===== src/design/dsp_pkg.sv =====
// Shared constants and types of the dual serial port block
package dsp_pkg;

  localparam int unsigned CLK_HZ     = 100_000_000;
  localparam int unsigned RATE_1200  = 1200;
  localparam int unsigned RATE_2400  = 2400;
  localparam int unsigned RATE_4800  = 4800;
  localparam int unsigned RATE_9600  = 9600;
  localparam int unsigned RATE_19200 = 19200;
  localparam int unsigned RATE_38400 = 38400;
  localparam int unsigned DIAG_RATE  = 9600;

  localparam int DIV_W = 17;

  // Clock cycles per bit, rounded down
  localparam logic [DIV_W-1:0] DIV_1200  = DIV_W'(CLK_HZ / RATE_1200);
  localparam logic [DIV_W-1:0] DIV_2400  = DIV_W'(CLK_HZ / RATE_2400);
  localparam logic [DIV_W-1:0] DIV_4800  = DIV_W'(CLK_HZ / RATE_4800);
  localparam logic [DIV_W-1:0] DIV_9600  = DIV_W'(CLK_HZ / RATE_9600);
  localparam logic [DIV_W-1:0] DIV_19200 = DIV_W'(CLK_HZ / RATE_19200);
  localparam logic [DIV_W-1:0] DIV_38400 = DIV_W'(CLK_HZ / RATE_38400);
  localparam logic [DIV_W-1:0] DIAG_DIV  = DIV_W'(CLK_HZ / DIAG_RATE);

  // Only six rates exist; codes 6 and 7 are refused
  typedef enum logic [2:0] {DSP_B1200, DSP_B2400, DSP_B4800, DSP_B9600, DSP_B19200, DSP_B38400} dsp_baud_t;
  typedef enum logic [1:0] {DSP_PAR_NONE, DSP_PAR_EVEN, DSP_PAR_ODD} dsp_par_t;
  typedef enum logic [1:0] {DSP_P2_SE, DSP_P2_FD, DSP_P2_HD} dsp_p2_mode_t;

  // Reset configuration
  localparam dsp_baud_t    RST_BAUD       = DSP_B9600;
  localparam logic         RST_BITS8      = 1'b1;
  localparam dsp_par_t     RST_PARITY     = DSP_PAR_NONE;
  localparam logic         RST_STOP2      = 1'b0;
  localparam logic         RST_DATA_ON_P2 = 1'b0;
  localparam dsp_p2_mode_t RST_P2_MODE    = DSP_P2_SE;

  // Fixed diagnostics framing
  localparam logic DIAG_BITS8   = 1'b1;
  localparam logic DIAG_PAR_EN  = 1'b1;
  localparam logic DIAG_PAR_ODD = 1'b0;
  localparam logic DIAG_STOP2   = 1'b0;

  // Positions in the synchronised pin vector
  localparam int SYNC_W     = 8;
  localparam int SI_P1_TXD  = 0;
  localparam int SI_PIN2    = 1;
  localparam int SI_PIN3    = 2;
  localparam int SI_PIN4    = 3;
  localparam int SI_PIN5    = 4;
  localparam int SI_RTS     = 5;
  localparam int SI_DTR     = 6;
  localparam int SI_CFG_N   = 7;
  localparam logic [SYNC_W-1:0] SYNC_RST = 8'hFF;

endpackage


===== src/design/dsp_ser_if.sv =====
// Link between the port router and one character engine
`timescale 1ns/1ns
interface dsp_ser_if;
  logic [dsp_pkg::DIV_W-1:0] div;
  logic                      bits8;
  logic                      par_en;
  logic                      par_odd;
  logic                      stop2;
  logic [7:0]                tx_data;
  logic                      tx_valid;
  logic                      tx_hold;
  logic                      tx_ready;
  logic                      txd;
  logic                      tx_busy;
  logic                      rxd;
  logic [7:0]                rx_data;
  logic                      rx_valid;
  logic                      rx_perr;
  logic                      rx_ferr;
  logic                      rx_busy;

  modport ctl (output div, bits8, par_en, par_odd, stop2, tx_data, tx_valid, tx_hold, rxd,
               input tx_ready, txd, tx_busy, rx_data, rx_valid, rx_perr, rx_ferr, rx_busy);
  modport eng (input div, bits8, par_en, par_odd, stop2, tx_data, tx_valid, tx_hold, rxd,
               output tx_ready, txd, tx_busy, rx_data, rx_valid, rx_perr, rx_ferr, rx_busy);
endinterface


===== src/design/dsp_serial_top.sv =====
// Dual asynchronous serial port: character engines and port router
`timescale 1ns/1ns
module dsp_char_eng (
  input wire logic clock_i,
  input wire logic rst_n_i,
  dsp_ser_if.eng   s
);
  typedef enum logic [2:0] {TX_IDLE, TX_START, TX_DATA, TX_PAR, TX_STOP} dsp_tx_st_t;
  typedef enum logic [2:0] {RX_IDLE, RX_START, RX_DATA, RX_PAR, RX_STOP} dsp_rx_st_t;

  dsp_tx_st_t                tx_st_q, tx_st_d;
  logic [dsp_pkg::DIV_W-1:0] tx_cnt_q, tx_cnt_d;
  logic [2:0]                tx_bit_q, tx_bit_d;
  logic [7:0]                tx_sh_q, tx_sh_d;
  logic                      tx_par_q, tx_par_d;
  logic                      tx_stop_q, tx_stop_d;
  logic                      txd_q, txd_d;
  logic                      tx_tick;
  dsp_rx_st_t                rx_st_q, rx_st_d;
  logic [dsp_pkg::DIV_W-1:0] rx_cnt_q, rx_cnt_d;
  logic [2:0]                rx_bit_q, rx_bit_d;
  logic [7:0]                rx_sh_q, rx_sh_d;
  logic                      rx_acc_q, rx_acc_d;
  logic                      rx_pend_q, rx_pend_d;
  logic [7:0]                rx_data_q, rx_data_d;
  logic                      rx_valid_q, rx_valid_d;
  logic                      rx_perr_q, rx_perr_d;
  logic                      rx_ferr_q, rx_ferr_d;
  logic                      rx_tick;
  logic [2:0]                last_bit;

  assign last_bit = s.bits8 ? 3'h7 : 3'h6;

  always_comb begin
    tx_st_d   = tx_st_q;
    tx_cnt_d  = tx_cnt_q;
    tx_bit_d  = tx_bit_q;
    tx_sh_d   = tx_sh_q;
    tx_par_d  = tx_par_q;
    tx_stop_d = tx_stop_q;
    txd_d     = txd_q;
    tx_tick   = (tx_cnt_q == '0);
    if (tx_st_q != TX_IDLE) begin
      tx_cnt_d = tx_tick ? s.div - 1'b1 : tx_cnt_q - 1'b1;
    end
    case (tx_st_q)
      TX_IDLE: begin
        if (s.tx_valid && !s.tx_hold) begin
          tx_sh_d  = s.tx_data;
          tx_par_d = s.par_odd;
          tx_bit_d = 3'h0;
          tx_cnt_d = s.div - 1'b1;
          txd_d    = 1'b0;
          tx_st_d  = TX_START;
        end
      end
      TX_START: begin
        if (tx_tick) begin
          txd_d    = tx_sh_q[0];
          tx_par_d = tx_par_q ^ tx_sh_q[0];
          tx_sh_d  = tx_sh_q >> 1;
          tx_st_d  = TX_DATA;
        end
      end
      TX_DATA: begin
        if (tx_tick) begin
          if (tx_bit_q == last_bit) begin
            if (s.par_en) begin
              txd_d   = tx_par_q;
              tx_st_d = TX_PAR;
            end else begin
              txd_d     = 1'b1;
              tx_stop_d = s.stop2;
              tx_st_d   = TX_STOP;
            end
          end else begin
            tx_bit_d = tx_bit_q + 3'h1;
            txd_d    = tx_sh_q[0];
            tx_par_d = tx_par_q ^ tx_sh_q[0];
            tx_sh_d  = tx_sh_q >> 1;
          end
        end
      end
      TX_PAR: begin
        if (tx_tick) begin
          txd_d     = 1'b1;
          tx_stop_d = s.stop2;
          tx_st_d   = TX_STOP;
        end
      end
      TX_STOP: begin
        if (tx_tick) begin
          if (tx_stop_q) begin
            tx_stop_d = 1'b0;
          end else begin
            tx_cnt_d = '0;
            tx_st_d  = TX_IDLE;
          end
        end
      end
      default: tx_st_d = TX_IDLE;
    endcase
  end

  always_ff @(posedge clock_i or negedge rst_n_i) begin
    if (!rst_n_i) begin
      tx_st_q   <= TX_IDLE;
      tx_cnt_q  <= '0;
      tx_bit_q  <= 3'h0;
      tx_sh_q   <= 8'h00;
      tx_par_q  <= 1'b0;
      tx_stop_q <= 1'b0;
      txd_q     <= 1'b1;
    end else begin
      tx_st_q   <= tx_st_d;
      tx_cnt_q  <= tx_cnt_d;
      tx_bit_q  <= tx_bit_d;
      tx_sh_q   <= tx_sh_d;
      tx_par_q  <= tx_par_d;
      tx_stop_q <= tx_stop_d;
      txd_q     <= txd_d;
    end
  end

  // Receiver samples mid-bit; only the first stop bit is checked
  always_comb begin
    rx_st_d    = rx_st_q;
    rx_cnt_d   = rx_cnt_q;
    rx_bit_d   = rx_bit_q;
    rx_sh_d    = rx_sh_q;
    rx_acc_d   = rx_acc_q;
    rx_pend_d  = rx_pend_q;
    rx_data_d  = rx_data_q;
    rx_perr_d  = rx_perr_q;
    rx_ferr_d  = rx_ferr_q;
    rx_valid_d = 1'b0;
    rx_tick    = (rx_cnt_q == '0);
    if (rx_st_q != RX_IDLE) begin
      rx_cnt_d = rx_tick ? s.div - 1'b1 : rx_cnt_q - 1'b1;
    end
    case (rx_st_q)
      RX_IDLE: begin
        if (!s.rxd) begin
          rx_cnt_d  = s.div >> 1;
          rx_bit_d  = 3'h0;
          rx_sh_d   = 8'h00;
          rx_acc_d  = s.par_odd;
          rx_pend_d = 1'b0;
          rx_st_d   = RX_START;
        end
      end
      RX_START: begin
        if (rx_tick) begin
          rx_st_d = s.rxd ? RX_IDLE : RX_DATA;
        end
      end
      RX_DATA: begin
        if (rx_tick) begin
          rx_sh_d[rx_bit_q] = s.rxd;
          rx_acc_d          = rx_acc_q ^ s.rxd;
          rx_bit_d          = rx_bit_q + 3'h1;
          if (rx_bit_q == last_bit) begin
            rx_st_d = s.par_en ? RX_PAR : RX_STOP;
          end
        end
      end
      RX_PAR: begin
        if (rx_tick) begin
          rx_pend_d = s.rxd ^ rx_acc_q;
          rx_st_d   = RX_STOP;
        end
      end
      RX_STOP: begin
        if (rx_tick) begin
          rx_data_d  = rx_sh_q;
          rx_perr_d  = rx_pend_q;
          rx_ferr_d  = !s.rxd;
          rx_valid_d = 1'b1;
          rx_cnt_d   = '0;
          rx_st_d    = RX_IDLE;
        end
      end
      default: rx_st_d = RX_IDLE;
    endcase
  end

  always_ff @(posedge clock_i or negedge rst_n_i) begin
    if (!rst_n_i) begin
      rx_st_q    <= RX_IDLE;
      rx_cnt_q   <= '0;
      rx_bit_q   <= 3'h0;
      rx_sh_q    <= 8'h00;
      rx_acc_q   <= 1'b0;
      rx_pend_q  <= 1'b0;
      rx_data_q  <= 8'h00;
      rx_valid_q <= 1'b0;
      rx_perr_q  <= 1'b0;
      rx_ferr_q  <= 1'b0;
    end else begin
      rx_st_q    <= rx_st_d;
      rx_cnt_q   <= rx_cnt_d;
      rx_bit_q   <= rx_bit_d;
      rx_sh_q    <= rx_sh_d;
      rx_acc_q   <= rx_acc_d;
      rx_pend_q  <= rx_pend_d;
      rx_data_q  <= rx_data_d;
      rx_valid_q <= rx_valid_d;
      rx_perr_q  <= rx_perr_d;
      rx_ferr_q  <= rx_ferr_d;
    end
  end

  assign s.tx_ready = (tx_st_q == TX_IDLE) && !s.tx_hold;
  assign s.txd      = txd_q;
  assign s.tx_busy  = (tx_st_q != TX_IDLE);
  assign s.rx_data  = rx_data_q;
  assign s.rx_valid = rx_valid_q;
  assign s.rx_perr  = rx_perr_q;
  assign s.rx_ferr  = rx_ferr_q;
  assign s.rx_busy  = (rx_st_q != RX_IDLE);
endmodule

module dsp_serial_top (
  input  wire logic       clock_i,
  input  wire logic       rst_n_i,
  input  wire logic       cfg_select_n_i,
  input  wire logic       local_display_i,
  input  wire logic       cfg_load_i,
  input  wire logic       cfg_data_on_p2_i,
  input  wire logic [1:0] cfg_p2_mode_i,
  input  wire logic [2:0] cfg_baud_i,
  input  wire logic       cfg_bits8_i,
  input  wire logic [1:0] cfg_parity_i,
  input  wire logic       cfg_stop2_i,
  input  wire logic       rts_flow_en_i,
  output logic            prog_mode_o,
  output logic            data_on_p2_o,
  input  wire logic       p1_txd_i,
  output logic            p1_rxd_o,
  input  wire logic       p2_pin2_i,
  output logic            p2_pin2_o,
  output logic            p2_pin2_oe_o,
  input  wire logic       p2_pin3_i,
  output logic            p2_pin3_o,
  output logic            p2_pin3_oe_o,
  input  wire logic       p2_pin4_i,
  input  wire logic       p2_pin5_i,
  input  wire logic       rts_i,
  input  wire logic       dtr_i,
  output logic            cts_o,
  output logic            dsr_o,
  output logic            dte_ready_o,
  input  wire logic       carrier_i,
  input  wire logic       tx_buf_risk_i,
  input  wire logic [7:0] data_out_data_i,
  input  wire logic       data_out_valid_i,
  output logic            data_out_ready_o,
  output logic [7:0]      data_in_data_o,
  output logic            data_in_valid_o,
  output logic            data_in_perr_o,
  output logic            data_in_ferr_o,
  input  wire logic [7:0] diag_out_data_i,
  input  wire logic       diag_out_valid_i,
  output logic            diag_out_ready_o,
  output logic [7:0]      diag_in_data_o,
  output logic            diag_in_valid_o,
  output logic            diag_in_perr_o,
  output logic            diag_in_ferr_o
);
  logic [dsp_pkg::SYNC_W-1:0] pin_s;
  dsp_pkg::dsp_baud_t         baud_q, baud_d;
  logic                       bits8_q, bits8_d;
  dsp_pkg::dsp_par_t          par_q, par_d;
  logic                       stop2_q, stop2_d;
  logic                       on_p2_q, on_p2_d;
  dsp_pkg::dsp_p2_mode_t      p2_mode_q, p2_mode_d;
  logic                       cfg_ok;
  logic                       prog;
  logic                       data_p2;
  logic                       hd;
  logic                       p2_line;
  logic                       p2_txd;
  logic                       p2_busy;
  logic                       p1_rxd_d, p1_rxd_q;
  logic                       pin2_d, pin2_q, pin2_oe_d, pin2_oe_q;
  logic                       pin3_d, pin3_q, pin3_oe_d, pin3_oe_q;
  logic                       cts_d, cts_q;
  logic                       dsr_q;
  logic                       prog_q;

  dsp_ser_if d_if ();
  dsp_ser_if g_if ();

  // Receiver sees one unless A is below B
  function automatic logic diff_bit(input logic a, input logic b);
    diff_bit = a | ~b;
  endfunction

  function automatic logic [dsp_pkg::DIV_W-1:0] baud_div(input dsp_pkg::dsp_baud_t b);
    case (b)
      dsp_pkg::DSP_B1200:  baud_div = dsp_pkg::DIV_1200;
      dsp_pkg::DSP_B2400:  baud_div = dsp_pkg::DIV_2400;
      dsp_pkg::DSP_B4800:  baud_div = dsp_pkg::DIV_4800;
      dsp_pkg::DSP_B19200: baud_div = dsp_pkg::DIV_19200;
      dsp_pkg::DSP_B38400: baud_div = dsp_pkg::DIV_38400;
      default:             baud_div = dsp_pkg::DIV_9600;
    endcase
  endfunction

  dsp_sync #(
    .W       (dsp_pkg::SYNC_W),
    .RST_VAL (dsp_pkg::SYNC_RST)
  ) u_sync (
    .clock_i (clock_i),
    .rst_n_i (rst_n_i),
    .async_i ({cfg_select_n_i, dtr_i, rts_i, p2_pin5_i, p2_pin4_i, p2_pin3_i, p2_pin2_i, p1_txd_i}),
    .sync_o  (pin_s)
  );

  assign prog   = !pin_s[dsp_pkg::SI_CFG_N];
  assign cfg_ok = cfg_load_i && (prog || local_display_i);

  // Bad codes leave the stored setting untouched
  always_comb begin
    baud_d    = baud_q;
    bits8_d   = bits8_q;
    par_d     = par_q;
    stop2_d   = stop2_q;
    on_p2_d   = on_p2_q;
    p2_mode_d = p2_mode_q;
    if (cfg_ok) begin
      if (cfg_baud_i <= 3'(dsp_pkg::DSP_B38400)) begin
        baud_d = dsp_pkg::dsp_baud_t'(cfg_baud_i);
      end
      if (cfg_parity_i != 2'h3) begin
        par_d = dsp_pkg::dsp_par_t'(cfg_parity_i);
      end
      if (cfg_p2_mode_i != 2'h3) begin
        p2_mode_d = dsp_pkg::dsp_p2_mode_t'(cfg_p2_mode_i);
      end
      bits8_d = cfg_bits8_i;
      stop2_d = cfg_stop2_i;
      on_p2_d = cfg_data_on_p2_i;
    end
  end

  always_ff @(posedge clock_i or negedge rst_n_i) begin
    if (!rst_n_i) begin
      baud_q    <= dsp_pkg::RST_BAUD;
      bits8_q   <= dsp_pkg::RST_BITS8;
      par_q     <= dsp_pkg::RST_PARITY;
      stop2_q   <= dsp_pkg::RST_STOP2;
      on_p2_q   <= dsp_pkg::RST_DATA_ON_P2;
      p2_mode_q <= dsp_pkg::RST_P2_MODE;
    end else begin
      baud_q    <= baud_d;
      bits8_q   <= bits8_d;
      par_q     <= par_d;
      stop2_q   <= stop2_d;
      on_p2_q   <= on_p2_d;
      p2_mode_q <= p2_mode_d;
    end
  end

  assign data_p2 = on_p2_q && !prog;
  assign hd      = (p2_mode_q == dsp_pkg::DSP_P2_HD);
  assign p2_txd  = data_p2 ? d_if.txd : g_if.txd;
  assign p2_busy = data_p2 ? d_if.tx_busy : g_if.tx_busy;

  // Port 2 receive line per mode; own echo is masked on the shared pair
  always_comb begin
    case (p2_mode_q)
      dsp_pkg::DSP_P2_FD: p2_line = diff_bit(pin_s[dsp_pkg::SI_PIN4], pin_s[dsp_pkg::SI_PIN5]);
      dsp_pkg::DSP_P2_HD: p2_line = diff_bit(pin_s[dsp_pkg::SI_PIN2], pin_s[dsp_pkg::SI_PIN3]);
      default:            p2_line = pin_s[dsp_pkg::SI_PIN4];
    endcase
    if (hd && p2_busy) begin
      p2_line = 1'b1;
    end
  end

  assign d_if.div      = baud_div(baud_q);
  assign d_if.bits8    = bits8_q;
  assign d_if.par_en   = (par_q != dsp_pkg::DSP_PAR_NONE);
  assign d_if.par_odd  = (par_q == dsp_pkg::DSP_PAR_ODD);
  assign d_if.stop2    = stop2_q;
  assign d_if.tx_data  = data_out_data_i;
  assign d_if.tx_valid = data_out_valid_i;
  assign d_if.tx_hold  = (rts_flow_en_i && !pin_s[dsp_pkg::SI_RTS]) || (data_p2 && hd && d_if.rx_busy);
  assign d_if.rxd      = data_p2 ? p2_line : pin_s[dsp_pkg::SI_P1_TXD];

  assign g_if.div      = dsp_pkg::DIAG_DIV;
  assign g_if.bits8    = dsp_pkg::DIAG_BITS8;
  assign g_if.par_en   = dsp_pkg::DIAG_PAR_EN;
  assign g_if.par_odd  = dsp_pkg::DIAG_PAR_ODD;
  assign g_if.stop2    = dsp_pkg::DIAG_STOP2;
  assign g_if.tx_data  = diag_out_data_i;
  assign g_if.tx_valid = diag_out_valid_i;
  assign g_if.tx_hold  = !data_p2 && hd && g_if.rx_busy;
  assign g_if.rxd      = data_p2 ? pin_s[dsp_pkg::SI_P1_TXD] : p2_line;

  dsp_char_eng u_data (
    .clock_i (clock_i),
    .rst_n_i (rst_n_i),
    .s       (d_if.eng)
  );

  dsp_char_eng u_diag (
    .clock_i (clock_i),
    .rst_n_i (rst_n_i),
    .s       (g_if.eng)
  );

  // Pin drive per port 2 mode
  always_comb begin
    p1_rxd_d  = data_p2 ? g_if.txd : d_if.txd;
    pin2_d    = p2_txd;
    pin3_d    = !p2_txd;
    pin2_oe_d = 1'b1;
    pin3_oe_d = 1'b1;
    case (p2_mode_q)
      dsp_pkg::DSP_P2_SE: begin
        pin2_d = carrier_i;
        pin3_d = p2_txd;
      end
      dsp_pkg::DSP_P2_HD: begin
        pin2_oe_d = p2_busy;
        pin3_oe_d = p2_busy;
      end
      default: begin
        pin2_oe_d = 1'b1;
      end
    endcase
    cts_d = !tx_buf_risk_i;
  end

  always_ff @(posedge clock_i or negedge rst_n_i) begin
    if (!rst_n_i) begin
      p1_rxd_q  <= 1'b1;
      pin2_q    <= 1'b1;
      pin2_oe_q <= 1'b0;
      pin3_q    <= 1'b1;
      pin3_oe_q <= 1'b0;
      cts_q     <= 1'b0;
      dsr_q     <= 1'b0;
      prog_q    <= 1'b0;
    end else begin
      p1_rxd_q  <= p1_rxd_d;
      pin2_q    <= pin2_d;
      pin2_oe_q <= pin2_oe_d;
      pin3_q    <= pin3_d;
      pin3_oe_q <= pin3_oe_d;
      cts_q     <= cts_d;
      dsr_q     <= 1'b1;
      prog_q    <= prog;
    end
  end

  assign p1_rxd_o         = p1_rxd_q;
  assign p2_pin2_o        = pin2_q;
  assign p2_pin2_oe_o     = pin2_oe_q;
  assign p2_pin3_o        = pin3_q;
  assign p2_pin3_oe_o     = pin3_oe_q;
  assign cts_o            = cts_q;
  assign dsr_o            = dsr_q;
  assign dte_ready_o      = pin_s[dsp_pkg::SI_DTR];
  assign prog_mode_o      = prog_q;
  assign data_on_p2_o     = on_p2_q;
  assign data_out_ready_o = d_if.tx_ready;
  assign data_in_data_o   = d_if.rx_data;
  assign data_in_valid_o  = d_if.rx_valid;
  assign data_in_perr_o   = d_if.rx_perr;
  assign data_in_ferr_o   = d_if.rx_ferr;
  assign diag_out_ready_o = g_if.tx_ready;
  assign diag_in_data_o   = g_if.rx_data;
  assign diag_in_valid_o  = g_if.rx_valid;
  assign diag_in_perr_o   = g_if.rx_perr;
  assign diag_in_ferr_o   = g_if.rx_ferr;
endmodule


===== src/design/dsp_sync.sv =====
// Two-stage synchroniser for a vector of pin inputs
`timescale 1ns/1ns
module dsp_sync #(
  parameter int                W       = 8,
  parameter logic [W-1:0]      RST_VAL = '1
) (
  input  wire logic         clock_i,
  input  wire logic         rst_n_i,
  input  wire logic [W-1:0] async_i,
  output logic      [W-1:0] sync_o
);
  logic [W-1:0] meta_q;
  logic [W-1:0] sync_q;

  for (genvar i = 0; i < W; i++) begin : g_bit
    always_ff @(posedge clock_i or negedge rst_n_i) begin
      if (!rst_n_i) begin
        meta_q[i] <= RST_VAL[i];
        sync_q[i] <= RST_VAL[i];
      end else begin
        meta_q[i] <= async_i[i];
        sync_q[i] <= meta_q[i];
      end
    end
  end

  assign sync_o = sync_q;
endmodule


===== config.mk =====
export PLATFORM = sky130hd
export DESIGN_NAME = dsp_serial_top
export DESIGN_NICKNAME = d
export VERILOG_FILES = /design/src/design/dsp_pkg.sv /design/src/design/dsp_ser_if.sv /design/src/design/dsp_serial_top.sv /design/src/design/dsp_sync.sv
export SDC_FILE = /design/constraint.sdc
export NUM_CORES = 1
export LEC_CHECK = 0
export ABC_AREA = 0
export BUFFER_PORTS_ARGS = -buffer_cell sky130_fd_sc_hd__buf_4
export CORE_MARGIN = 10
export CORE_UTILIZATION = 45
export DETAILED_ROUTE_END_ITERATION = 8
export GPL_TIMING_DRIVEN = 0
export PLACE_DENSITY_LB_ADDON = 0.1
export SLEW_MARGIN = 40
export SYNTH_ARGS = -nofsm -noshare
export SYNTH_HDL_FRONTEND = slang
export SYNTH_SLANG_ARGS = --single-unit

===== constraint.sdc =====
create_clock -name clock_i -period 2.9 [get_ports clock_i]
set_input_delay 0.58 -clock clock_i [delete_from_list [all_inputs] [get_ports clock_i]]
set_output_delay 0.58 -clock clock_i [all_outputs]
set_load 0.01 [all_outputs]

== Word-level counts from Yosys, hierarchy flattened ==
Cells that the tools add are included.

* Reduce and logical (&&, ||, !) cells: 71
* Add/subtract/negate cells: 9
* Magnitude comparators: 5
* Bitwise operators: 8
* Equality and inequality tests: 57
* Multiplexer cells: 142

{| class="wikitable"
|+ Operators with widths
! cell !! number
|-
| 17-bit 2-to-1 mux || 17
|-
| 17-bit one-hot mux with 2 select lines || 4
|-
| 3-bit 2-to-1 mux || 36
|-
| 8-bit 2-to-1 mux || 12
|-
| 17-bit one-hot mux with 5 select lines || 1
|-
| 17-bit by 1-bit subtractor with 17-bit output, second input constant || 5
|-
| 17-bit zero test || 4
|-
| 3-bit one-hot mux with 5 select lines || 4
|-
| 8-bit one-hot mux with 3 select lines || 2
|-
| 1-bit 2-to-1 mux || 44
|-
| 2-bit by 1-bit != test with 1-bit output, second input constant || 22
|-
| 8-bit one-hot mux with 2 select lines || 2
|-
| 3-bit by 2-bit equality test with 1-bit output, second input constant || 9
|-
| 3-bit equality test, second input constant || 8
|-
| 3-bit one-hot mux with 2 select lines || 4
|-
| 6-bit AND reduction || 4
|-
| 3-bit nonzero test || 7
|-
| 5-bit AND reduction || 4
|-
| 8-bit bitwise mux || 2
|-
| 2-bit != test, second input constant || 8
|-
| 3-bit by 1-bit equality test with 1-bit output, second input constant || 5
|-
| 3-bit zero test || 5
|-
| 1-bit logical AND || 14
|-
| 2-bit nonzero test || 7
|-
| 23 further kinds || 62
|}

* Output and inout port bits: 34
* Register bits after elaboration: 188
* Bits of input ports: 43
* Word-level logic and storage cells: 354

== Logic depth before layout (Yosys ltp) ==
Gate-level depths: netlist (run 1).

* Word-level depth: 8
* Gate-level depth with buffers: 12
* Mapped depth without buffers: 10

== Hierarchy ==
From an unflattened synthesis (run 1), not the netlist that was laid out.

* Cell total of the unflattened synthesis: 1315
* Area total of the unflattened synthesis: 11712.5 sq um

{| class="wikitable"
|+ Modules (own cells, without submodules)
! module !! area each (sq um) !! sequential area each (sq um) !! cells each !! times used
|-
| dsp_char_eng at u_diag || 5241.3 || 1953.1 || 620 || 1
|-
| dsp_char_eng at u_data || 5082.4 || 1953.1 || 582 || 1
|-
| dsp_serial_top || 968.4 || 432.9 || 97 || 1
|-
| dsp_sync || 420.4 || 420.4 || 16 || 1
|}

== Worst setup path before layout (run 1) ==
No wires, ideal clock.

* Kind: register to register
* Start: reg u_diag.rx_cnt_q[6] (netlist bit)
* End: reg u_diag.rx_sh_q[2]
* Cell stages (with the launch flop): 8
* Required time: 2.804 ns
* Setup slack: 0.323 ns
* Data arrival time: 2.482 ns
* Period minus slack after synthesis: 2.577 ns
* Buffers on the path: 2
* Setup time: 0.096 ns
* Cells stage by stage: dfrtp_1 -> or4_4 -> or3_1 -> buf_2 -> or3_4 -> or3_1 -> buf_2 -> o31ai_1

* Cells in the longest elaborated chain, start to end: 3

{| class="wikitable"
|+ RTL lines
! what !! RTL line !! source
|-
| start: declaration || dsp_serial_top.sv:20 || <nowiki>logic [dsp_pkg::DIV_W-1:0] rx_cnt_q, rx_cnt_d;</nowiki>
|-
| start signal: assignment || dsp_serial_top.sv:201 || <nowiki>rx_cnt_q <= rx_cnt_d;</nowiki>
|-
| 17-bit zero test || dsp_serial_top.sv:137 || <nowiki>rx_tick = (rx_cnt_q == '0);</nowiki>
|-
| 2-bit by 1-bit != test with 1-bit output (no source line) || n/a ||
|-
| 3-bit AND reduction (no source line) || n/a ||
|-
| end signal: assignment || dsp_serial_top.sv:203 || <nowiki>rx_sh_q <= rx_sh_d;</nowiki>
|-
| end: declaration || dsp_serial_top.sv:22 || <nowiki>logic [7:0] rx_sh_q, rx_sh_d;</nowiki>
|}

No other way between the ends.
A chain may end at the register's enable or synchronous reset.

== Final worst setup path (run 1) ==
* Start: reg u_diag.rx_cnt_q[6] (netlist bit)
* End: reg u_diag.rx_sh_q[4]

The elaborated chain is that of the path after synthesis.

==> summary.md, run 1 <==
| Metric | Value |
|---|---|
| Data required, critical path | `3.25 ns` |
| IO Count | `77` |
| Gate count of the mapped netlist | `1052` |
| CP bufs+invs | `2` |
| Effective utilization at floorplan | `0.460` |
| Avg Cell Area, Syn | `9.29 µm²` |
| Setup slack of the most critical reg-to-reg path | `0.12 ns` |
| Share of the clock period used by the worst path | `0.959` |
| Number of global-route vias before repair | `7845` |
| Die height | `167 µm` |
| Insertion delay to the later sink of the worst-skew pair | `0.45 ns` |
| Fraction of the yosys area taken by sequential cells | `0.485` |
| Clock tree from TritonCTS | `yes` |
| TNS Setup | `0 ns` |
| Placed cell area | `10800 µm²` |
| Post-route ant nets | `0` |
| Bufs on Longest Clock Path | `2` |
| Yosys warns | `0` |
| Mux contribution to synthesized area | `0.0546` |
| Remaining design rule violation count | `0` |
| CP endpoint kind | `register` |
| Total power draw | `6.85 mW` |
| Path type of the worst setup path | `reg -> reg` |
| Final number of setup-violating endpoints | `0` |
| Global-route wire length before repair | `41.1 mm` |
| Sequence of cells on the critical path | `or4_4 -> or3_1 -> buf_2 -> or3_4 -> or3_1 -> buf_2 -> o31ai_2` |
| Compound-gate portion of the synthesized area | `0.173` |
| Final Instance Area | `11500 µm²` |
| Die Footprint | `28000 µm²` |
| Post-layout minimum cycle time | `2.78 ns` |
| Maxcap violations | `0` |
| Weighted congestion reported at the end of routability-driven placement | `0.905` |
| Total number of nets in the final design | `1213` |
| Transition time of the tightest slew-check pin | `0.818 ns` |
| Total inserted antenna cells | `0` |
| Vias | `8207` |
| Buffer cell driving the clock tree root | `clkbuf_16` |
| Clock edge transition at the registers on the reported setup and hold paths | `0.08 ns` |
| Core area | `21200 µm²` |
| Total clock buffers created by CTS | `17` |
| Outcome | `complete, no violations` |
| Total global routing overflow | `0` |
| Critical Path Slowest Stage Cell | `or4_4` |
| Most frequent standard cell in the layout excluding fill and tap cells | `dfrtp_1` |
| Layout cells sized above 1 | `0.194` |
| Most frequently used flop master after synthesis | `dfrtp_1` |
| Most used cells in the layout excluding fill and tap cells | `dfrtp_1, nor2_1, nand2_1` |
| Class of the tightest hold or removal check | `in -> async` |
| Async set-reset flop share out of synthesis | `1.00` |
| #FFs+latches synth | `188` |
| Number of unique standard cell types used by synthesis | `70` |
| Pin count of the biggest net entering global routing | `76` |
| Family with the most delay on the worst path | `simple AND/OR/NAND/NOR gates` |
| XOR/XNOR Fraction of Synth Area | `0.0314` |
| Kind of start point of the critical path | `register` |
| Detailed-routing iteration count for the pre-antenna-repair pass | `5` |
| Simple-gate share of the synthesized area | `0.199` |
| Number of buffers added on ports | `76` |
| Endpoint arrival time on the critical path | `3.13 ns` |
| Largest family of logic cells by synthesized area | `simple AND/OR/NAND/NOR gates` |
| Highest Clock Rate | `359 MHz` |
| Critical Path Fanout Max | `7` |
| Static Leakage | `4.96 nW` |
| Antenna violations before repair | `0` |
| Routed vias/inst | `5.70` |
| Detailed-route wire length per cell | `17.6 µm` |
| Final Hold Violating Endpoints | `0` |
| Synth Area in Adders | `0.0218` |
| Synth Net Count | `1112` |
| Core Rows | `53` |
| CTS hold repair buffers | `0` |
| Power density cells | `594 nW/µm²` |
| GR Util All Layers | `0.175` |
| Htree depth | `4` |
| Largest vdd supply drop | `0.371 mV` |
| X dimension of the die | `167 µm` |
| Worst clock skew | `0.0163 ns` |
| Fin util | `0.544` |
| Final wirelength | `25.3 mm` |
| Layout overhead on the synthesized area | `18.2%` |
| RSZ-0062 raised after global routing | `yes` |
| Headroom to the max-slew limit | `0.453` |
| Post-DP HPWL | `17.9 mm` |
| Clock Sinks | `188` |
| Largest incremental delay on the critical path | `0.57 ns` |
| Drt first-iter violations | `599` |
| Number of synthesized flops with an enable pin | `0` |
| Final Max Tran Viols | `0` |
| Combined area of all synthesized cells | `9770 µm²` |
[worst reg2reg max path, stage by stage (launching register included)]
cell and delay, ns:
dfrtp_1 0.43, or4_4 0.57, or3_1 0.32, buf_2 0.18
or3_4 0.44, or3_1 0.34, buf_2 0.17, o31ai_2 0.24
[final timing paths]
| path | startpoint | endpoint | cells after the start |
|---|---|---|---|
| max | u_diag.rx_cnt_q[6]$_DFF_PN0_ | u_diag.rx_sh_q[4]$_DFFE_PN0P_ | 7 |
| min | rst_n_i | u_data.tx_sh_q[2]$_DFFE_PN0P_ | 1 |
| max reg2reg | u_diag.rx_cnt_q[6]$_DFF_PN0_ | u_diag.rx_sh_q[4]$_DFFE_PN0P_ | 7 |
| min reg2reg | u_sync.meta_q[0]$_DFF_PN1_ | u_sync.sync_o[0]$_DFF_PN1_ | 0 |
| max in group asynchronous | rst_n_i | u_sync.meta_q[6]$_DFF_PN1_ | 2 |
| min in group clock_i | dtr_i | u_sync.meta_q[6]$_DFF_PN1_ | 1 |
[cell type report]
| cell class | instances | area (µm²) |
|---|---|---|
| buffer | 55 | 223 |
| clock buffer | 17 | 425 |
| clock inverter | 15 | 201 |
| fill | 1956 | 9680 |
| inverter | 33 | 125 |
| multi-input combinational | 775 | 4820 |
| sequential | 188 | 4730 |
| tap | 275 | 344 |
| timing repair buffer | 83 | 671 |
[registers in the layout (all words and copies together) (netlist names), 2 cells and up]
name,cells
baud_q,3
p2_mode_q,2
par_q,2
u_data.rx_bit_q,3
u_data.rx_cnt_q,17
u_data.rx_sh_q,8
u_data.rx_st_q,3
u_data.s.rx_data,8
u_data.tx_bit_q,3
u_data.tx_cnt_q,17
u_data.tx_sh_q,8
u_data.tx_st_q,3
u_diag.rx_bit_q,3
u_diag.rx_cnt_q,17
u_diag.rx_sh_q,8
u_diag.rx_st_q,3
u_diag.s.rx_data,8
u_diag.tx_bit_q,3
u_diag.tx_cnt_q,17
u_diag.tx_sh_q,8
u_diag.tx_st_q,3
u_sync.meta_q,8
u_sync.sync_o,8
[cells in the mapped netlist (18+ instances only)]
cell / instances / area share
a21oi_1: 69 / 0.035
a31oi_1: 18 / 0.012
clkbuf_1: 50 / 0.019
dfrtp_1: 164 / 0.42
dfstp_2: 24 / 0.065
inv_1: 32 / 0.012
mux2_2: 34 / 0.039
nand2_1: 103 / 0.040
nand3_1: 24 / 0.012
nor2_1: 120 / 0.046
nor3_1: 43 / 0.022
o21ai_0: 71 / 0.036
o22ai_1: 18 / 0.012
or3_1: 21 / 0.013
xnor2_1: 24 / 0.022
[cells by family after synthesis]
group                      after synthesis
AOI/OAI and AO/OA                      270
xor gates and xnor gates                35
adders and majority gates               17
buffers and inverters                   89
DFF                                    188
muxes                                   49
other                                    1
and+or+nand+nor                        403
[per-layer routing]
layer | part of all wire | track usage
met1 | 0.48 | 0.246
met4 | 0.0086 | 0.0375
met5 | 0 | 0
met2 | 0.45 | 0.267
met3 | 0.057 | 0.0454
[where the power goes]
group          internal (mW)  switching, mW
clock                   1.32           1.17
sequential              2.90          0.280
combinational          0.512          0.674
[stage by stage]
stage | hold WS, ns | worst slack (ns) | std cells
finish | 0.0270 | 0.118 | 1441
global placement | 0.346 | -0.801 | 1403
global route | 0.0482 | -0.0202 | 1441
floorplan | 0.284 | 0.323 | 1052
CTS | 0.0391 | 0.0322 | 1438
detailed placement | 0.347 | -0.320 | 1405
[what timing repair did]
item / in CTS / in global routing
setup buffers: 1 / 4
setup endpoints to repair: 39 / 82
pin swaps: 1 / 2
gates resized for setup: 12 / 24
Power figures use the tool's default switching activity.
==> run 2, diff against run 1 <==
--- a/constraint.sdc
+++ b/constraint.sdc
@@ -3,2 +3,2 @@
 set_output_delay 0.58 -clock clock_i [all_outputs]
-set_load 0.01 [all_outputs]
+set_load 0.05 [all_outputs]
==> run 2 against run 1 <==
First-iteration DRC count up 0.17%. Clock-buffer cell count unchanged. Global-route usage unchanged. Via count up 0.12%. Flip-flop and latch count unchanged. Final cell count unchanged.
==> summary.md, run 2 (synthesized netlist as in run 1, its figures left out) <==
| Metric | Value |
|---|---|
| Switching portion of total power | `0.312 (+0.00285)` |
| Effective utilization at floorplan | `0.460 (unchanged)` |
| Total power draw | `6.88 mW (+0.43%)` |
| Post-DP HPWL | `17.9 mm (unchanged)` |
| Power density cells | `596 nW/µm² (+0.38%)` |
| Pin count of the biggest net entering global routing | `76 (unchanged)` |
| Final Max Tran Viols | `0 (unchanged)` |
| Buffer cell driving the clock tree root | `clkbuf_16` |
| Total inserted antenna cells | `0 (unchanged)` |
| Met1 WL | `12.1 mm (-0.49%)` |
| Detailed-routing iteration count for the pre-antenna-repair pass | `5 (unchanged)` |
| Outcome | `complete, no violations` |
| TNS Setup | `0 ns (unchanged)` |
| Worst clock skew | `0.0167 ns (+0.000432 ns)` |
| Path type of the worst setup path | `reg -> reg` |
| Gate power share | `0.177 (+0.004)` |
| Part of the power in the clock network | `0.362 (about the same)` |
| Weighted congestion reported at the end of routability-driven placement | `0.905 (unchanged)` |
| Int Pwr | `4.73 mW (about the same)` |
| Class of the tightest hold or removal check | `in -> async` |
| Layout overhead on the synthesized area | `18.2% (about the same)` |
| Highest Clock Rate | `359 MHz (about the same)` |
| Vias | `8217 (+0.12%)` |
| IO Count | `77 (unchanged)` |
| Post-route ant nets | `0 (unchanged)` |
| Detailed-route wire length per cell | `17.6 µm (+0.11%)` |
| Final wirelength | `25.3 mm (+0.11%)` |
| Htree depth | `4 (unchanged)` |
| Most used cells in the layout excluding fill and tap cells | `dfrtp_1, nor2_1, nand2_1` |
| Largest incremental delay on the critical path | `0.57 ns (about the same)` |
| Most frequent standard cell in the layout excluding fill and tap cells | `dfrtp_1` |
| Global-route wire length before repair | `41.1 mm (unchanged)` |
| Total clock buffers created by CTS | `17 (unchanged)` |
| Critical Path Slowest Stage Cell | `or4_4` |
| Fin util | `0.544 (about the same)` |
| Transition time of the tightest slew-check pin | `0.808 ns (-0.0102 ns)` |
| Switching pwr | `2.15 mW (+1.4%)` |
| Static Leakage | `4.96 nW (about the same)` |
| Core area | `21200 µm² (unchanged)` |
| Count of cells along the worst register-to-register path | `7 (unchanged)` |
| Maxcap violations | `0 (unchanged)` |
| Die height | `167 µm (unchanged)` |
| Headroom to the max-slew limit | `0.460 (+0.00680)` |
| Data required, critical path | `3.25 ns (about the same)` |
| Post-layout minimum cycle time | `2.78 ns (+0.00189 ns)` |
| Met3 wirelength from detailed routing | `1.54 mm (+6.0%)` |
| GR Util All Layers | `0.175 (unchanged)` |
| Number of global-route vias before repair | `7845 (unchanged)` |
| Setup slack of the most critical reg-to-reg path | `0.12 ns (about the same)` |
| Largest vdd supply drop | `0.372 mV (+0.11%)` |
| Final number of setup-violating endpoints | `0 (unchanged)` |
| Kind of start point of the critical path | `register` |
| RSZ-0062 raised after global routing | `yes` |
| Critical Path Fanout Max | `7 (unchanged)` |
| Clock Sinks | `188 (unchanged)` |
| Endpoint arrival time on the critical path | `3.13 ns (about the same)` |
| X dimension of the die | `167 µm (unchanged)` |
| Die Footprint | `28000 µm² (unchanged)` |
| Drt first-iter violations | `600 (+0.17%)` |
| Sequence of cells on the critical path | `or4_4 -> or3_1 -> buf_2 -> or3_4 -> or3_1 -> buf_2 -> o31ai_2` |
| CTS hold repair buffers | `0 (unchanged)` |
| Met2 Routed Length | `11.5 mm (-0.19%)` |
| Number of buffers added on ports | `76 (unchanged)` |
| Proportion of power drawn by flip-flops and latches | `0.462 (-0.002)` |
| Total global routing overflow | `0 (unchanged)` |
| Remaining design rule violation count | `0 (unchanged)` |
| Share of the clock period used by the worst path | `0.960 (about the same)` |
| Bufs on Longest Clock Path | `2 (unchanged)` |
| Core Rows | `53 (unchanged)` |
| Insertion delay to the later sink of the worst-skew pair | `0.45 ns (about the same)` |
| CP endpoint kind | `register` |
| Antenna violations before repair | `0 (unchanged)` |
| Total number of nets in the final design | `1213 (unchanged)` |
| Clock edge transition at the registers on the reported setup and hold paths | `0.08 ns (about the same)` |
| Final Hold Violating Endpoints | `0 (unchanged)` |
| Clock tree from TritonCTS | `yes` |
| Layout cells sized above 1 | `0.195 (+0.000858)` |
| Uppermost routed layer | `met4` |
| Routed vias/inst | `5.70 (+0.12%)` |
run 2: layer usage:
metal | up-vias | track usage
li1 | 3987 | -
met5 | - | 0
met2 | 223 | 0.267
met4 | 0 | 0.0375
met1 | 3983 | 0.246
met3 | 24 | 0.0454
run 2: final cells by class:
type	count	area (µm²)
inverter	33	125
tap	275	344
clock buffer	17	425
fill	1957	9670
clock inverter	15	201
buffer	55	223
sequential	188	4730
multi-input combinational	775	4820
timing repair buffer	83	671
run 2: what timing repair did:
action | CTS | global route
buffers inserted | 1 | 4
pin swaps | 1 | 2
resized for setup | 12 | 25
setup endpoints to repair | 39 | 83
hold endpoints to repair | 0 | 0
run 2: path summary, 6_finish.rpt:
path | start | endpoint
max | u_diag.rx_cnt_q[6]$_DFF_PN0_ | u_diag.rx_sh_q[4]$_DFFE_PN0P_
min in group clock_i | dtr_i | u_sync.meta_q[6]$_DFF_PN1_
min | rst_n_i | u_data.tx_sh_q[2]$_DFFE_PN0P_
max reg2reg | u_diag.rx_cnt_q[6]$_DFF_PN0_ | u_diag.rx_sh_q[4]$_DFFE_PN0P_
max in group asynchronous | rst_n_i | u_sync.meta_q[6]$_DFF_PN1_
min reg2reg | u_sync.meta_q[0]$_DFF_PN1_ | u_sync.sync_o[0]$_DFF_PN1_
run 2: power groups by stage:
stage	Sequential (mW)	Combinational, mW	Clock [mW]
after floorplan	3.17	0.811	0
after global placement	3.20	1.15	0
after detailed placement	3.20	1.19	0
after CTS	3.17	1.20	2.53
after global routing	3.22	1.36	2.63
final	3.18	1.21	2.49
run 2: critical path: cells and delay by family (launching register included):
family,cells,cell delay (ns)
buf+inv,2,0.35
flops,1,0.43
compound gates,1,0.24
simple gates,4,1.66
run 2: stage by stage:
step	std cells	cell area [µm²]	hold WS, ns	setup slack [ns]
after global placement	1403	10700	0.346	-0.801
after floorplan	1052	9770	0.284	0.165
after global routing	1441	11500	0.0482	-0.0202
after detailed placement	1405	10800	0.347	-0.320
after CTS	1438	11400	0.0391	0.0322
final	1441	11500	0.0266	0.116
==> run 3, diff against run 2 <==
Settings changed: CORE_UTILIZATION 45 to 51, RECOVER_POWER set to 100.
==> run 3 against run 2 <==
The flow now finishes with violations (capacitance limit, slew limit). Non-clock buffer count unchanged. Utilization up 5.7 points. Die area down 10%. Largest power group unchanged. Sequential share of layout area up 0.97 points.
==> summary.md, run 3 (synthesized netlist as in run 1, its figures left out) <==
| Metric | Value |
|---|---|
| Switching portion of total power | `0.309 (-0.00366)` |
| Critical R2R Capture | `u_diag.rx_sh_q[2]$_DFFE_PN0P_` |
| Number of global-route vias before repair | `7755 (-1.1%)` |
| Area occupied by multi-input gates | `4810 µm² (-0.26%)` |
| RSZ-0062 raised after global routing | `yes` |
| Final Hold Violating Endpoints | `0 (unchanged)` |
| Total global routing overflow | `0 (unchanged)` |
| Static Leakage | `4.80 nW (-3.3%)` |
| Setup slack of the most critical reg-to-reg path | `0.08 ns (-0.03 ns)` |
| Antenna violations before repair | `0 (unchanged)` |
| Buffer cell driving the clock tree root | `clkbuf_16` |
| Post-layout minimum cycle time | `2.82 ns (+0.0318 ns)` |
| Int Pwr | `4.67 mW (-1.2%)` |
| Highest Clock Rate | `355 MHz (-1.1%)` |
| Layout overhead on the synthesized area | `15.5%` |
| TNS Setup | `0 ns (unchanged)` |
| Part of the power in the clock network | `0.352 (-0.010)` |
| Total inserted antenna cells | `0 (unchanged)` |
| X dimension of the die | `158 µm (-5.3%)` |
| Drt first-iter violations | `605 (+0.83%)` |
| Core area | `18800 µm² (-12%)` |
| Final number of setup-violating endpoints | `0 (unchanged)` |
| Total number of nets in the final design | `1213 (unchanged)` |
| Maxcap violations | `1 (+1)` |
| Weighted congestion reported at the end of routability-driven placement | `0.913 (+0.91%)` |
| Bufs on Longest Clock Path | `2 (unchanged)` |
| Total clock buffers created by CTS | `17 (unchanged)` |
| Die height | `158 µm (-5.3%)` |
| Detailed-routing iteration count for the pre-antenna-repair pass | `5 (unchanged)` |
| Clock Sinks | `188 (unchanged)` |
| GR Util All Layers | `0.196 (+0.0208)` |
| Total power draw | `6.76 mW (-1.8%)` |
| Post-route ant nets | `0 (unchanged)` |
| End point of the worst hold path | `u_sync.meta_q[4]$_DFF_PN1_` |
| Placed Cells incl. Taps | `1364 (-2.9%)` |
| Critical Path Fanout Max | `7 (unchanged)` |
| Remaining design rule violation count | `0 (unchanged)` |
| Reg area | `4730 µm² (unchanged)` |
| Core Rows | `50 (-5.7%)` |
| Origin of the critical flop-to-flop path | `u_diag.rx_cnt_q[6]$_DFF_PN0_` |
| Switching pwr | `2.09 mW (-2.9%)` |
| Most frequent standard cell in the layout excluding fill and tap cells | `dfrtp_1` |
| Number of buffers added on ports | `76 (unchanged)` |
| Kind of start point of the critical path | `register` |
| Outcome | `complete, but fails checks` |
| Path type of the worst setup path | `reg -> reg` |
| Pin count of the biggest net entering global routing | `68 (-11%)` |
| Largest vdd supply drop | `0.477 mV (+28%)` |
| Depth of the worst hold-timing path | `1` |
| Final Max Tran Viols | `11 (+11)` |
| Gate power share | `0.177 (about the same)` |
| Vias | `8246 (+0.35%)` |
| Insertion delay to the later sink of the worst-skew pair | `0.44 ns (about the same)` |
| Global-route wire length before repair | `39.9 mm (-2.9%)` |
| Post-DP HPWL | `17.4 mm (-3.2%)` |
| Transition time of the tightest slew-check pin | `1.72 ns (+0.914 ns)` |
| Die Footprint | `25100 µm² (-10%)` |
| IO Count | `77 (unchanged)` |
| Routed vias/inst | `5.89 (+3.3%)` |
| Power density cells | `600 nW/µm² (+0.58%)` |
| Fillcell total | `1702 (-13%)` |
| Layout cells sized above 1 | `0.160 (-0.0352)` |
| Detailed-route wire length per cell | `17.3 µm (-1.5%)` |
| Clock edge transition at the registers on the reported setup and hold paths | `0.07 ns (about the same)` |
| Headroom to the max-slew limit | `-0.160 (-0.619)` |
| Share of the clock period used by the worst path | `0.971 (+0.0110)` |
| Proportion of power drawn by flip-flops and latches | `0.471 (+0.009)` |
| HP Start | `p2_pin5_i` |
| Most used cells in the layout excluding fill and tap cells | `dfrtp_1, nor2_1, nand2_1` |
| Endpoint arrival time on the critical path | `3.15 ns (+0.02 ns)` |
| Final wirelength | `24.2 mm (-4.3%)` |
| Effective utilization at floorplan | `0.520 (+0.0601)` |
| CP endpoint kind | `register` |
| Htree depth | `4 (unchanged)` |
| Count of cells along the worst register-to-register path | `7 (unchanged)` |
| Violations in the final reports | `capacitance limit, slew limit` |
| Data required, critical path | `3.24 ns (about the same)` |
| Class of the tightest hold or removal check | `in -> reg` |
| Non-filler instance count after layout | `1400 (-2.8%)` |
| Worst clock skew | `0.0152 ns (-0.00155 ns)` |
| Clock tree from TritonCTS | `yes` |
==> run 3: final cells by class <==
class                      count  share of cell area
buffer                        55              0.0193
sequential                   188               0.420
timing repair buffer          83              0.0444
clock buffer                  19              0.0402
tap                          234              0.0260
inverter                      33              0.0111
multi-input combinational    775               0.427
clock inverter                13              0.0129
==> run 3: routing by layer <==
| layer | vias up | wire length, µm | GRT usage |
|---|---|---|---|
| li1 | 3983 | - | - |
| met1 | 3979 | 11400 | 0.281 |
| met2 | 261 | 10800 | 0.292 |
| met3 | 23 | 1780 | 0.0502 |
| met4 | 0 | 213 | 0.0441 |
| met5 | - | 0 | 0 |
==> run 3: power groups by stage <==
stage / sequential (mW) / combinational, mW / clock [mW]
6_report: 3.19 / 1.20 / 2.38
5_1_grt: 3.23 / 1.34 / 2.54
3_3_place_gp: 3.20 / 1.14 / 0
4_1_cts: 3.16 / 1.19 / 2.43
2_1_floorplan: 3.17 / 0.811 / 0
3_5_place_dp: 3.21 / 1.19 / 0
==> run 3: worst max-delay path by stage <==
stage                                       from                            end  slack [ns]
floorplan               data_on_p2_o$_DFFE_PN0P_  u_diag.tx_cnt_q[13]$_DFF_PN0_        0.17
global placement           baud_q[2]$_DFFE_PN0P_   u_data.rx_cnt_q[6]$_DFF_PN0_       -0.70
detailed placement         baud_q[2]$_DFFE_PN0P_   u_data.rx_cnt_q[6]$_DFF_PN0_       -0.36
CTS                 u_data.tx_cnt_q[6]$_DFF_PN0_  u_data.tx_st_q[0]$_DFFE_PN0P_      0.0002
global route        u_diag.tx_cnt_q[6]$_DFF_PN0_  u_diag.tx_sh_q[0]$_DFFE_PN0P_       -0.01
finish              u_diag.rx_cnt_q[6]$_DFF_PN0_  u_diag.rx_sh_q[2]$_DFFE_PN0P_        0.08
==> run 3: worst max-delay path, cell delays in order, from the launching register on <==
cell     delay [ns]
dfrtp_1        0.43
or4_4          0.57
or3_1          0.33
buf_2          0.18
or3_4          0.44
or3_1          0.35
buf_2          0.17
o31ai_2        0.25
==> run 3: per-stage QoR <==
| step | cell area, µm² | setup slack [ns] | hold slack [ns] | utilization |
|---|---|---|---|---|
| 3_5_place_dp | 10700 | -0.363 | 0.348 | 0.571 |
| 4_1_cts | 11300 | 0.000220 | 0.0882 | 0.604 |
| 6_report | 11300 | 0.0843 | 0.251 | 0.601 |
| 5_1_grt | 11300 | -0.00954 | 0.233 | 0.601 |
| 3_3_place_gp | 10600 | -0.699 | 0.346 | 0.566 |
| 2_1_floorplan | 9770 | 0.165 | 0.284 | - |
==> run 3: what timing repair did <==
item,CTS,global route
endpoints found under the hold margin,0,0
resized for setup,7,26
pin swaps,0,4
setup buffers,0,5
hold buffers,0,0
endpoints found under the setup margin,24,78
